### src/logic/lpw_pkg.sv
// Package for the low-power wake-up controller: modes, vectors, recovery counts and carriers.
// Assumes a single 250 MHz crystal-derived clock feeds every user of this package.
package lpw_pkg;

  typedef enum logic [1:0] {
    LPW_RUN = 2'b00,
    LPW_WAIT = 2'b01,
    LPW_STOP = 2'b11,
    LPW_RECOVER = 2'b10
  } lpw_mode_e;

  typedef logic [15:0] lpw_vec_t;

  localparam lpw_vec_t LPW_VEC_RESET = 16'hFFFE;
  localparam lpw_vec_t LPW_VEC_BREAK = 16'hFFFC;
  localparam lpw_vec_t LPW_VEC_EXT_PIN = 16'hFFFA;
  localparam lpw_vec_t LPW_VEC_PLL = 16'hFFF8;
  localparam lpw_vec_t LPW_VEC_T1_CH0 = 16'hFFF6;
  localparam lpw_vec_t LPW_VEC_T1_CH1 = 16'hFFF4;
  localparam lpw_vec_t LPW_VEC_T1_OVF = 16'hFFF2;
  localparam lpw_vec_t LPW_VEC_T2_CH0 = 16'hFFF0;
  localparam lpw_vec_t LPW_VEC_T2_OVF = 16'hFFEC;
  localparam lpw_vec_t LPW_VEC_SS_RX = 16'hFFEA;
  localparam lpw_vec_t LPW_VEC_SS_TX = 16'hFFE8;
  localparam lpw_vec_t LPW_VEC_AS_ERR = 16'hFFE6;
  localparam lpw_vec_t LPW_VEC_AS_RX = 16'hFFE4;
  localparam lpw_vec_t LPW_VEC_AS_TX = 16'hFFE2;
  localparam lpw_vec_t LPW_VEC_ADC_KEY = 16'hFFDE;
  localparam lpw_vec_t LPW_VEC_TIMEBASE = 16'hFFDC;

  localparam int LPW_REC_W = 12;
  localparam int LPW_REC_FULL_CYC = 4096;
  localparam int LPW_REC_SHORT_CYC = 32;
  localparam logic [LPW_REC_W-1:0] LPW_REC_FULL_LOAD = 12'hFFF;
  localparam logic [LPW_REC_W-1:0] LPW_REC_SHORT_LOAD = 12'h01F;
  localparam logic [LPW_REC_W-1:0] LPW_REC_ZERO = 12'h000;

  localparam int LPW_NUM_IRQ = 15;

  // Peripheral interrupt requests, each already gated by its own enable
  typedef struct packed {
    logic pll;
    logic t1_ovf;
    logic t1_ch1;
    logic t1_ch0;
    logic t2_ovf;
    logic t2_ch0;
    logic ss_tx;
    logic ss_rx;
    logic as_tx;
    logic as_rx;
    logic as_err;
    logic adc;
  } lpw_periph_irq_s;

  // Clock and run enables towards the rest of the chip
  typedef struct packed {
    logic cpu_clk_en;
    logic bus_clk_en;
    logic osc_en;
    logic async_serial_run;
    logic sync_serial_run;
    logic timer_run;
    logic timebase_run;
    logic timebase_cpu_access;
  } lpw_gate_s;

endpackage

### src/logic/lpw_sync.sv
// Two-flop synchroniser for asynchronous pin levels.
// Assumes the destination clock is clk; only the second stage may be read.
`timescale 1ns/1ps
module lpw_sync
#(
  parameter int W = 1,
  parameter logic [W-1:0] RST_VAL = '0
)
(
  input wire logic clk,
  input wire logic rstn,
  input wire logic [W-1:0] async_in,
  output logic [W-1:0] sync_out
);
  logic [W-1:0] meta_q;

  always_ff @(posedge clk or negedge rstn)
  begin
    if (!rstn)
    begin
      meta_q <= RST_VAL;
      sync_out <= RST_VAL;
    end
    else
    begin
      meta_q <= async_in;
      sync_out <= meta_q;
    end
  end
endmodule

### src/logic/lpw_vec_sel.sv
// Fixed-priority wake vector selector.
// Assumes requests arrive already qualified for the current mode.
`timescale 1ns/1ps
module lpw_vec_sel
  import lpw_pkg::*;
(
  input wire logic any_reset,
  input wire logic [lpw_pkg::LPW_NUM_IRQ-1:0] irq_req,
  output lpw_pkg::lpw_vec_t vector
);
  import lpw_pkg::*;
  // Index 0 is highest priority, ordered as the vector table
  localparam lpw_vec_t VEC_TAB [LPW_NUM_IRQ] = '{
    LPW_VEC_BREAK, LPW_VEC_EXT_PIN, LPW_VEC_PLL, LPW_VEC_T1_CH0, LPW_VEC_T1_CH1,
    LPW_VEC_T1_OVF, LPW_VEC_T2_CH0, LPW_VEC_T2_OVF, LPW_VEC_SS_RX, LPW_VEC_SS_TX,
    LPW_VEC_AS_ERR, LPW_VEC_AS_RX, LPW_VEC_AS_TX, LPW_VEC_ADC_KEY, LPW_VEC_TIMEBASE
  };

  always_comb
  begin
    vector = LPW_VEC_TIMEBASE;
    for (int i = LPW_NUM_IRQ - 1; i >= 0; i--)
    begin
      if (irq_req[i])
      begin
        vector = VEC_TAB[i];
      end
    end
    if (any_reset)
    begin
      vector = LPW_VEC_RESET;
    end
  end
endmodule

### src/logic/lpw_ctrl.sv
// Low-power wake-up controller: wait and stop mode tracking, wake qualification,
// vector selection, stop recovery counting and clock/peripheral gating.
// Assumes the CPU pulses wait_req/stop_req for one cycle on the entry instruction;
// pins pass through lpw_sync; peripheral requests come from logic on clk.
// Behaviour
// - External pin wakes either mode when unmasked
// - Keypad wakes either mode when unmasked
// - Enabled supply monitor reset ends either mode
// - Serial and timer irqs end wait mode
// - Async serial halts in stop, then resumes
// - Sync serial resumes on irq, resets on reset
// - Timers freeze in stop, resume on interrupt
// - Timebase runs in wait, no CPU access
// - Timebase runs in stop with oscillator, wakes
// - Timebase idle in stop without oscillator
// - Pin, watchdog, supply resets vector to reset
// - Pin falling edge wakes, vectors to FFFA
// - Break interrupt wakes either mode, FFFC
// - PLL interrupt ends wait, FFF8
// - First timer irqs vector FFF2, FFF4, FFF6
// - Second timer irqs vector FFEC, FFF0
// - Sync serial irqs vector FFE8, FFEA
// - Async serial irqs vector FFE2, FFE4, FFE6
// - Converter and keypad share vector FFDE
// - Only listed sources end stop mode
// - Full stop recovery holds clocks 4096 cycles
// - Short recovery select gives 32 cycles
// - Wait gates CPU clock, bus runs
// - Stop gates CPU, bus unless oscillator runs
// - Entry clears mask; reset wake sets it
`timescale 1ns/1ps
module lpw_ctrl
  import lpw_pkg::*;
(
  input wire logic clk,
  input wire logic rstn,
  input wire logic wait_req,
  input wire logic stop_req,
  input wire logic ext_pin_n,
  input wire logic [7:0] keypad_pins_n,
  input wire logic ext_pin_irq_mask,
  input wire logic keypad_irq_mask,
  input wire logic reset_pin_n,
  input wire logic watchdog_timeout,
  input wire logic supply_monitor_en,
  input wire logic supply_monitor_reset_en,
  input wire logic supply_low,
  input wire logic break_irq,
  input wire logic timebase_irq,
  input wire logic osc_run_in_stop,
  input wire logic short_recovery_select,
  input wire lpw_pkg::lpw_periph_irq_s periph_irq,
  output lpw_pkg::lpw_mode_e mode,
  output logic wake,
  output lpw_pkg::lpw_vec_t wake_vector,
  output logic wake_by_reset,
  output logic cpu_irq_mask_clr,
  output logic cpu_irq_mask_set,
  output logic sync_serial_abort,
  output lpw_pkg::lpw_gate_s gates
);
  import lpw_pkg::*;

  logic ext_pin_s;
  logic [7:0] keypad_s;
  logic reset_pin_s;
  logic ext_pin_prev_q;
  logic [7:0] keypad_prev_q;
  logic ext_fall;
  logic key_fall;
  logic in_wait;
  logic in_stop;
  logic tb_active;
  logic rst_src;
  logic [LPW_NUM_IRQ-1:0] irq_req;
  logic wake_any;
  lpw_vec_t vec_sel;
  lpw_mode_e mode_q;
  lpw_mode_e mode_d;
  logic [LPW_REC_W-1:0] rec_cnt_q;
  logic rec_reset_q;
  logic watchdog_src;
  logic supply_rst_src;
  logic nxt_run;
  logic nxt_wait;
  logic nxt_stop;

  // Pins reset to their idle-high level, so rstn brings no false edge or reset
  lpw_sync #(.W(10), .RST_VAL('1)) u_pin_sync (
    .clk(clk),
    .rstn(rstn),
    .async_in({ext_pin_n, keypad_pins_n, reset_pin_n}),
    .sync_out({ext_pin_s, keypad_s, reset_pin_s})
  );

  // Edge history starts high so an idle-high pin gives no false edge
  always_ff @(posedge clk or negedge rstn)
  begin
    if (!rstn)
    begin
      ext_pin_prev_q <= 1'b1;
      keypad_prev_q <= 8'hFF;
    end
    else
    begin
      ext_pin_prev_q <= ext_pin_s;
      keypad_prev_q <= keypad_s;
    end
  end

  assign ext_fall = ext_pin_prev_q & ~ext_pin_s & ~ext_pin_irq_mask;
  assign key_fall = (|(keypad_prev_q & ~keypad_s)) & ~keypad_irq_mask;

  assign in_wait = (mode_q == LPW_WAIT);
  assign in_stop = (mode_q == LPW_STOP);
  assign tb_active = ~in_stop | osc_run_in_stop;

  // Reset sources; the supply monitor only counts when both enables are set
  assign supply_rst_src = supply_monitor_en & supply_monitor_reset_en & supply_low;
  // The watchdog has no clock in stop, so a timeout level there is stale
  assign watchdog_src = watchdog_timeout & ~in_stop;
  assign rst_src = ~reset_pin_s | watchdog_src | supply_rst_src;

  // Stop mode admits only pin edges, break and a running timebase
  always_comb
  begin
    irq_req = '0;
    irq_req[0] = break_irq;
    irq_req[1] = ext_fall;
    irq_req[13] = key_fall;
    irq_req[14] = timebase_irq & tb_active;
    if (!in_stop)
    begin
      irq_req[2] = periph_irq.pll;
      irq_req[3] = periph_irq.t1_ch0;
      irq_req[4] = periph_irq.t1_ch1;
      irq_req[5] = periph_irq.t1_ovf;
      irq_req[6] = periph_irq.t2_ch0;
      irq_req[7] = periph_irq.t2_ovf;
      irq_req[8] = periph_irq.ss_rx;
      irq_req[9] = periph_irq.ss_tx;
      irq_req[10] = periph_irq.as_err;
      irq_req[11] = periph_irq.as_rx;
      irq_req[12] = periph_irq.as_tx | periph_irq.adc;
    end
  end

  // ADC shares its vector with the keypad, so fold it in here
  lpw_vec_sel u_vec_sel (
    .any_reset(rst_src),
    .irq_req({irq_req[14], irq_req[13] | (irq_req[12] & periph_irq.adc & ~in_stop),
              irq_req[12] & periph_irq.as_tx, irq_req[11:0]}),
    .vector(vec_sel)
  );

  // Recovery takes no new source; the first waking source owns the vector
  assign wake_any = (in_wait | in_stop) & (rst_src | (|irq_req));

  assign nxt_run = (mode_d == LPW_RUN);
  assign nxt_wait = (mode_d == LPW_WAIT);
  assign nxt_stop = (mode_d == LPW_STOP);

  always_comb
  begin
    mode_d = mode_q;
    case (mode_q)
      LPW_RUN:
      begin
        // Stop wins when both entry pulses arrive together
        if (stop_req)
        begin
          mode_d = LPW_STOP;
        end
        else if (wait_req)
        begin
          mode_d = LPW_WAIT;
        end
      end
      LPW_WAIT:
      begin
        if (wake_any)
        begin
          mode_d = LPW_RUN;
        end
      end
      LPW_STOP:
      begin
        if (wake_any)
        begin
          mode_d = LPW_RECOVER;
        end
      end
      LPW_RECOVER:
      begin
        // The count runs out even if the waking source has already gone
        if (rec_cnt_q == LPW_REC_ZERO)
        begin
          mode_d = LPW_RUN;
        end
      end
      default:
      begin
        mode_d = LPW_RUN;
      end
    endcase
  end

  always_ff @(posedge clk or negedge rstn)
  begin
    if (!rstn)
    begin
      mode_q <= LPW_RUN;
    end
    else
    begin
      mode_q <= mode_d;
    end
  end

  // Load value is cycles minus one; the exit cycle completes the count
  always_ff @(posedge clk or negedge rstn)
  begin
    if (!rstn)
    begin
      rec_cnt_q <= LPW_REC_ZERO;
    end
    else if (in_stop && wake_any)
    begin
      rec_cnt_q <= short_recovery_select ? LPW_REC_SHORT_LOAD : LPW_REC_FULL_LOAD;
    end
    else if (rec_cnt_q != LPW_REC_ZERO)
    begin
      rec_cnt_q <= rec_cnt_q - 1'b1;
    end
  end

  // Wake is announced once clocks are back: at once from wait, after recovery from stop
  always_ff @(posedge clk or negedge rstn)
  begin
    if (!rstn)
    begin
      wake <= 1'b0;
      wake_vector <= LPW_VEC_RESET;
      wake_by_reset <= 1'b0;
      rec_reset_q <= 1'b0;
      cpu_irq_mask_clr <= 1'b0;
      cpu_irq_mask_set <= 1'b0;
      sync_serial_abort <= 1'b0;
      mode <= LPW_RUN;
    end
    else
    begin
      mode <= mode_d;
      wake <= 1'b0;
      cpu_irq_mask_clr <= (mode_q == LPW_RUN) & (wait_req | stop_req);
      cpu_irq_mask_set <= 1'b0;
      sync_serial_abort <= 1'b0;
      if (wake_any)
      begin
        wake_vector <= vec_sel;
        rec_reset_q <= rst_src;
        sync_serial_abort <= in_stop & rst_src;
      end
      if (in_wait && wake_any)
      begin
        wake <= 1'b1;
        wake_by_reset <= rst_src;
        cpu_irq_mask_set <= rst_src;
      end
      else if (mode_q == LPW_RECOVER && rec_cnt_q == LPW_REC_ZERO)
      begin
        wake <= 1'b1;
        wake_by_reset <= rec_reset_q;
        cpu_irq_mask_set <= rec_reset_q;
      end
    end
  end

  // Clock and run enables follow the next mode so they change with it
  // Recovery is neither run nor wait, so CPU, bus, serial and timer enables stay off until the count ends; oscillator and timebase stay on
  always_ff @(posedge clk or negedge rstn)
  begin
    if (!rstn)
    begin
      gates <= '{cpu_clk_en: 1'b1, bus_clk_en: 1'b1, osc_en: 1'b1, async_serial_run: 1'b1,
                 sync_serial_run: 1'b1, timer_run: 1'b1, timebase_run: 1'b1,
                 timebase_cpu_access: 1'b1};
    end
    else
    begin
      gates.cpu_clk_en <= nxt_run;
      gates.bus_clk_en <= nxt_run | nxt_wait | (nxt_stop & osc_run_in_stop);
      gates.osc_en <= ~nxt_stop | osc_run_in_stop;
      gates.async_serial_run <= nxt_run | nxt_wait;
      gates.sync_serial_run <= nxt_run | nxt_wait;
      gates.timer_run <= nxt_run | nxt_wait;
      gates.timebase_run <= ~nxt_stop | osc_run_in_stop;
      gates.timebase_cpu_access <= nxt_run;
    end
  end
endmodule

### config.mk
export PLATFORM = sky130hd
export DESIGN_NAME = lpw_ctrl
export DESIGN_NICKNAME = d
export VERILOG_FILES = /design/src/logic/lpw_pkg.sv /design/src/logic/lpw_sync.sv /design/src/logic/lpw_vec_sel.sv /design/src/logic/lpw_ctrl.sv
export SDC_FILE = /design/constraint.sdc
export NUM_CORES = 1
export LEC_CHECK = 0
export BUFFER_PORTS_ARGS = -buffer_cell sky130_fd_sc_hd__buf_2
export CELL_PAD_IN_SITES_DETAIL_PLACEMENT = 0
export CELL_PAD_IN_SITES_GLOBAL_PLACEMENT = 1
export CORE_MARGIN = 2
export CORE_UTILIZATION = 44
export CTS_CLUSTER_DIAMETER = 100
export CTS_CLUSTER_SIZE = 14
export DETAILED_ROUTE_END_ITERATION = 16
export PLACE_DENSITY = 0.82
export SKIP_LAST_GASP = 1
export SLEW_MARGIN = 20
export SYNTH_ARGS = -nofsm -noshare
export SYNTH_HDL_FRONTEND = slang
export SYNTH_SLANG_ARGS = --single-unit
### constraint.sdc
create_clock -name clk -period 6.2 [get_ports clk]
set_input_delay 0.31 -clock clk [delete_from_list [all_inputs] [get_ports clk]]
set_output_delay 0.31 -clock clk [all_outputs]
set_load 0.02 [all_outputs]
==> metrics.md <==
| Metric | Value |
|---|---|
| Status | `finished clean` |
| Placed cell area | `2800 um2` |
| Max clock buf depth | `2` |
| Routability cong. | `0.853` |
| Synth Instances | `~220` |
| CTS tree | `done` |
| CP Launch Type | `flip-flop` |
| Chip height | `about 80 um` |
| Unrepaired setup endpoints after global routing | `false` |
| Yosys warns | `0` |
| Fmax | `just under 0.4 GHz` |
| Drc violations | `0` |
| Hold/Removal Path Class | `input port to flip-flop` |
| Die area | `between 6000 and 7000 um2` |
| Largest net degree at the start of global routing | `a little under 60` |
| Core Area | `around 5600 um2` |
| CTS buffer count | `9` |
| Routed Antenna Nets | `0` |
| Sequential area share after synthesis | `between 50% and 60%` |
| P_leak | `1.40 nW` |
| Final hold vios | `0` |
| Power consumption | `0.943 mW` |
| Most frequent cells in the layout | `55 x buf_2, 38 x dfstp_2, 20 x dfrtp_1, 17 x inv_1` |
| CP Class | `flip-flop to flip-flop` |
| Wire per inst | `roughly 13 um` |
| Synthesized area | `roughly 2600 um2` |
| Worst Path Max Fanout | `14` |
| Worst-Skew Late Latency | `0.33 ns` |
| Via count | `1692` |
| Io pins | `67` |
| Setup violations, final | `0` |
| Layout cells sized above 1 | `44.6%` |
| Register bit total from synthesis | `58` |
| Finished Layout Cells | `350` |
| Cell Count Post-Placement | `334` |
| Hold slack | `roughly 0.076 ns` |
| Worst vdd ir | `0.192 mV` |
| Clock period minus worst slack | `between 2 and 3 ns` |
| IO buf count | `55` |
| # clock sinks | `a little under 60` |
| Routed wire length | `4.58 mm` |
| Hold-fix buffers, CTS | `0` |
| Final period util | `roughly 41%` |
| Multi-input logic area | `867 um2` |
| Crit path DAT | `approximately 2.8 ns` |
| Initial antenna violation count | `0` |
| CP max stage delay | `~0.63 ns` |
| Syn_area_per_cell | `11.8 um2` |
| Total gr overflow | `0` |
| Setup crit end kind | `flip-flop` |
| Post-route cell area | `2980 um2` |
| Antenna Cells | `0` |
| Layout area overhead | `16.2%` |
| Via/cell ratio | `around 4.8` |
| Dpl hpwl | `3.33 mm` |
| CP max-delay cell | `o31ai_4` |
| Fill count | `just over 500` |
| Distinct cell type count after synthesis | `51` |
| Largest area contributor in the netlist | `dfstp_2` |
| Critical-path cell list | `nand2_4 > a21o_1 > or4_4 > o31ai_4 > nand2_2 > o22ai_1` |
| PwrDens | `~320 nW/um2` |
| Max-cap violations | `0` |
| GR Util All Layers | `around 16%` |
| Fin. max-slew vios | `0` |
| Root Driver | `clkbuf_8` |
| Clk_skew | `just over 0.01 ns` |
| First-pass DRT Iterations | `4` |
| DR iter-0 viols | `75` |
| Die W | `roughly 80 um` |
| WP data required | `approximately 6.4 ns` |
| Rows | `27` |
| Setup bufs post-CTS | `0` |
| Final net count | `310` |
| H-Tree Depth | `3` |
| First-pass GRT wire length | `approximately 7.4 mm` |
| Share of the synthesized area in the top cell type | `around two fifths` |
| Number of gates resized after cts | `0` |
| Largest cells by area after synthesis | `dfstp_2 39%, dfrtp_1 20%, buf_4 4.7%` |
| Clock slew at the register clock pins of the worst setup and hold paths | `about 0.070 ns` |
| Commonest non-fill, non-tap cell in the layout | `buf_2` |
| Worst Max-Slew Pin Slew | `~0.8 ns` |
| Initial core utilization | `a little under half` |
| Setup_tns | `0 ns` |
| Number of global-route vias before repair | `1628` |
| Register Area | `roughly 1500 um2` |
| Slew HR | `a little under half` |
## synthesized netlist by cell type, drive strengths merged
cell and n:
dfstp 38, buf 21, dfrtp 20, inv 17, nor2 12, a21oi 11
nand2 11, o21ai 9, nor3 8, o22ai 6, xnor2 6, nand2b 5
a31oi 4, mux2 4, nor2b 3, nor4 3, o21bai 3, or3 3
or4 3, a22oi 2, and3 2, conb 2, mux2i 2, nand3 2
nor3b 2, o31ai 2, or3b 2, a2111oi 1, a211oi 1, a21bo 1
a21o 1, a221oi 1, a22o 1, a2bb2oi 1, a31o 1, and2 1
ha 1, nand3b 1, o211ai 1, o41ai 1, or2 1, xor2 1
## worst max-delay path, delay by kind of cell (launching register included)
family	cells	cell delay, ns
AOI/OAI and AO/OA	3	1.02
and+or+nand+nor	3	0.86
DFF	1	0.56
## logic make-up (layout without fill, tap and decap cells)
group	count (synthesis)	count (layout)	share of synthesized area (%)
AOI/OAI and AO/OA	47	47	13.3
xor gates and xnor gates	7	7	2.39
adders and majority gates	1	1	0.487
buffers and inverters	38	89	9.12
DFF	58	58	58.4
muxes	6	6	3.12
other	2	11	0.293
and+or+nand+nor	59	59	12.9
## where the power goes
group          leakage [nW]  switching [mW]  total, mW  internal [mW]
registers             0.642          0.0435      0.486          0.442
logic                 0.675          0.0781      0.151         0.0729
clock network        0.0847           0.151      0.306          0.155
## final timing paths
check / from / to / slack, ns / depth (start not counted)
setup / recovery: mode[0]$_DFF_PN0_ / rec_cnt_q[5]$_DFFE_PN0P_ / 3.67 / 6
hold / removal: keypad_pins_n[1] / u_pin_sync.meta_q[2]$_DFF_PN1_ / 0.08 / 1
setup reg to reg: mode[0]$_DFF_PN0_ / rec_cnt_q[5]$_DFFE_PN0P_ / 3.67 / 6
hold reg to reg: u_pin_sync.meta_q[2]$_DFF_PN1_ / u_pin_sync.sync_out[2]$_DFF_PN1_ / 0.36 / 0
max in group asynchronous: rstn / rec_cnt_q[8]$_DFFE_PN0P_ / 5.63 / 2
min in group asynchronous: rstn / rec_reset_q$_DFFE_PN0P_ / 0.12 / 2
## flip-flops by register name, indices dropped and copies added, names as in the netlist, 2 cells and up
| register | flops |
|---|---|
| u_pin_sync.sync_out | 10 |
| wake_vector | 5 |
| rec_cnt_q | 12 |
| mode | 2 |
| keypad_prev_q | 8 |
| u_pin_sync.meta_q | 10 |
| gates | 4 |
## per-stage QoR
step	setup WS, ns	util (%)
finish	3.67	53.5
global route	3.48	53.5
CTS	3.66	53.5
detailed placement	3.67	50.3
global placement	3.78	50.3
floorplan	3.91	-
## cell type report
cell class / instances / share of cell area (%)
Sequential cell: 58 / 50.3
Multi-Input combinational cell: 131 / 29.1
Inverter: 17 / 2.14
Timing Repair Buffer: 56 / 9.48
Clock inverter: 6 / 1.38
Tap cell: 72 / 3.02
Clock buffer: 10 / 4.62
## metal layers
metal,wire [um],up-vias,share of wire [%],global-route usage (%)
met1,2050,791,45,19.4
met2,2210,53,48,24.8
li1,-,840,-,-
met3,243,8,5.3,4.04
met4,71,0,1.6,7.97
met5,0,-,0,0
Power figures use the tool's default switching activity.
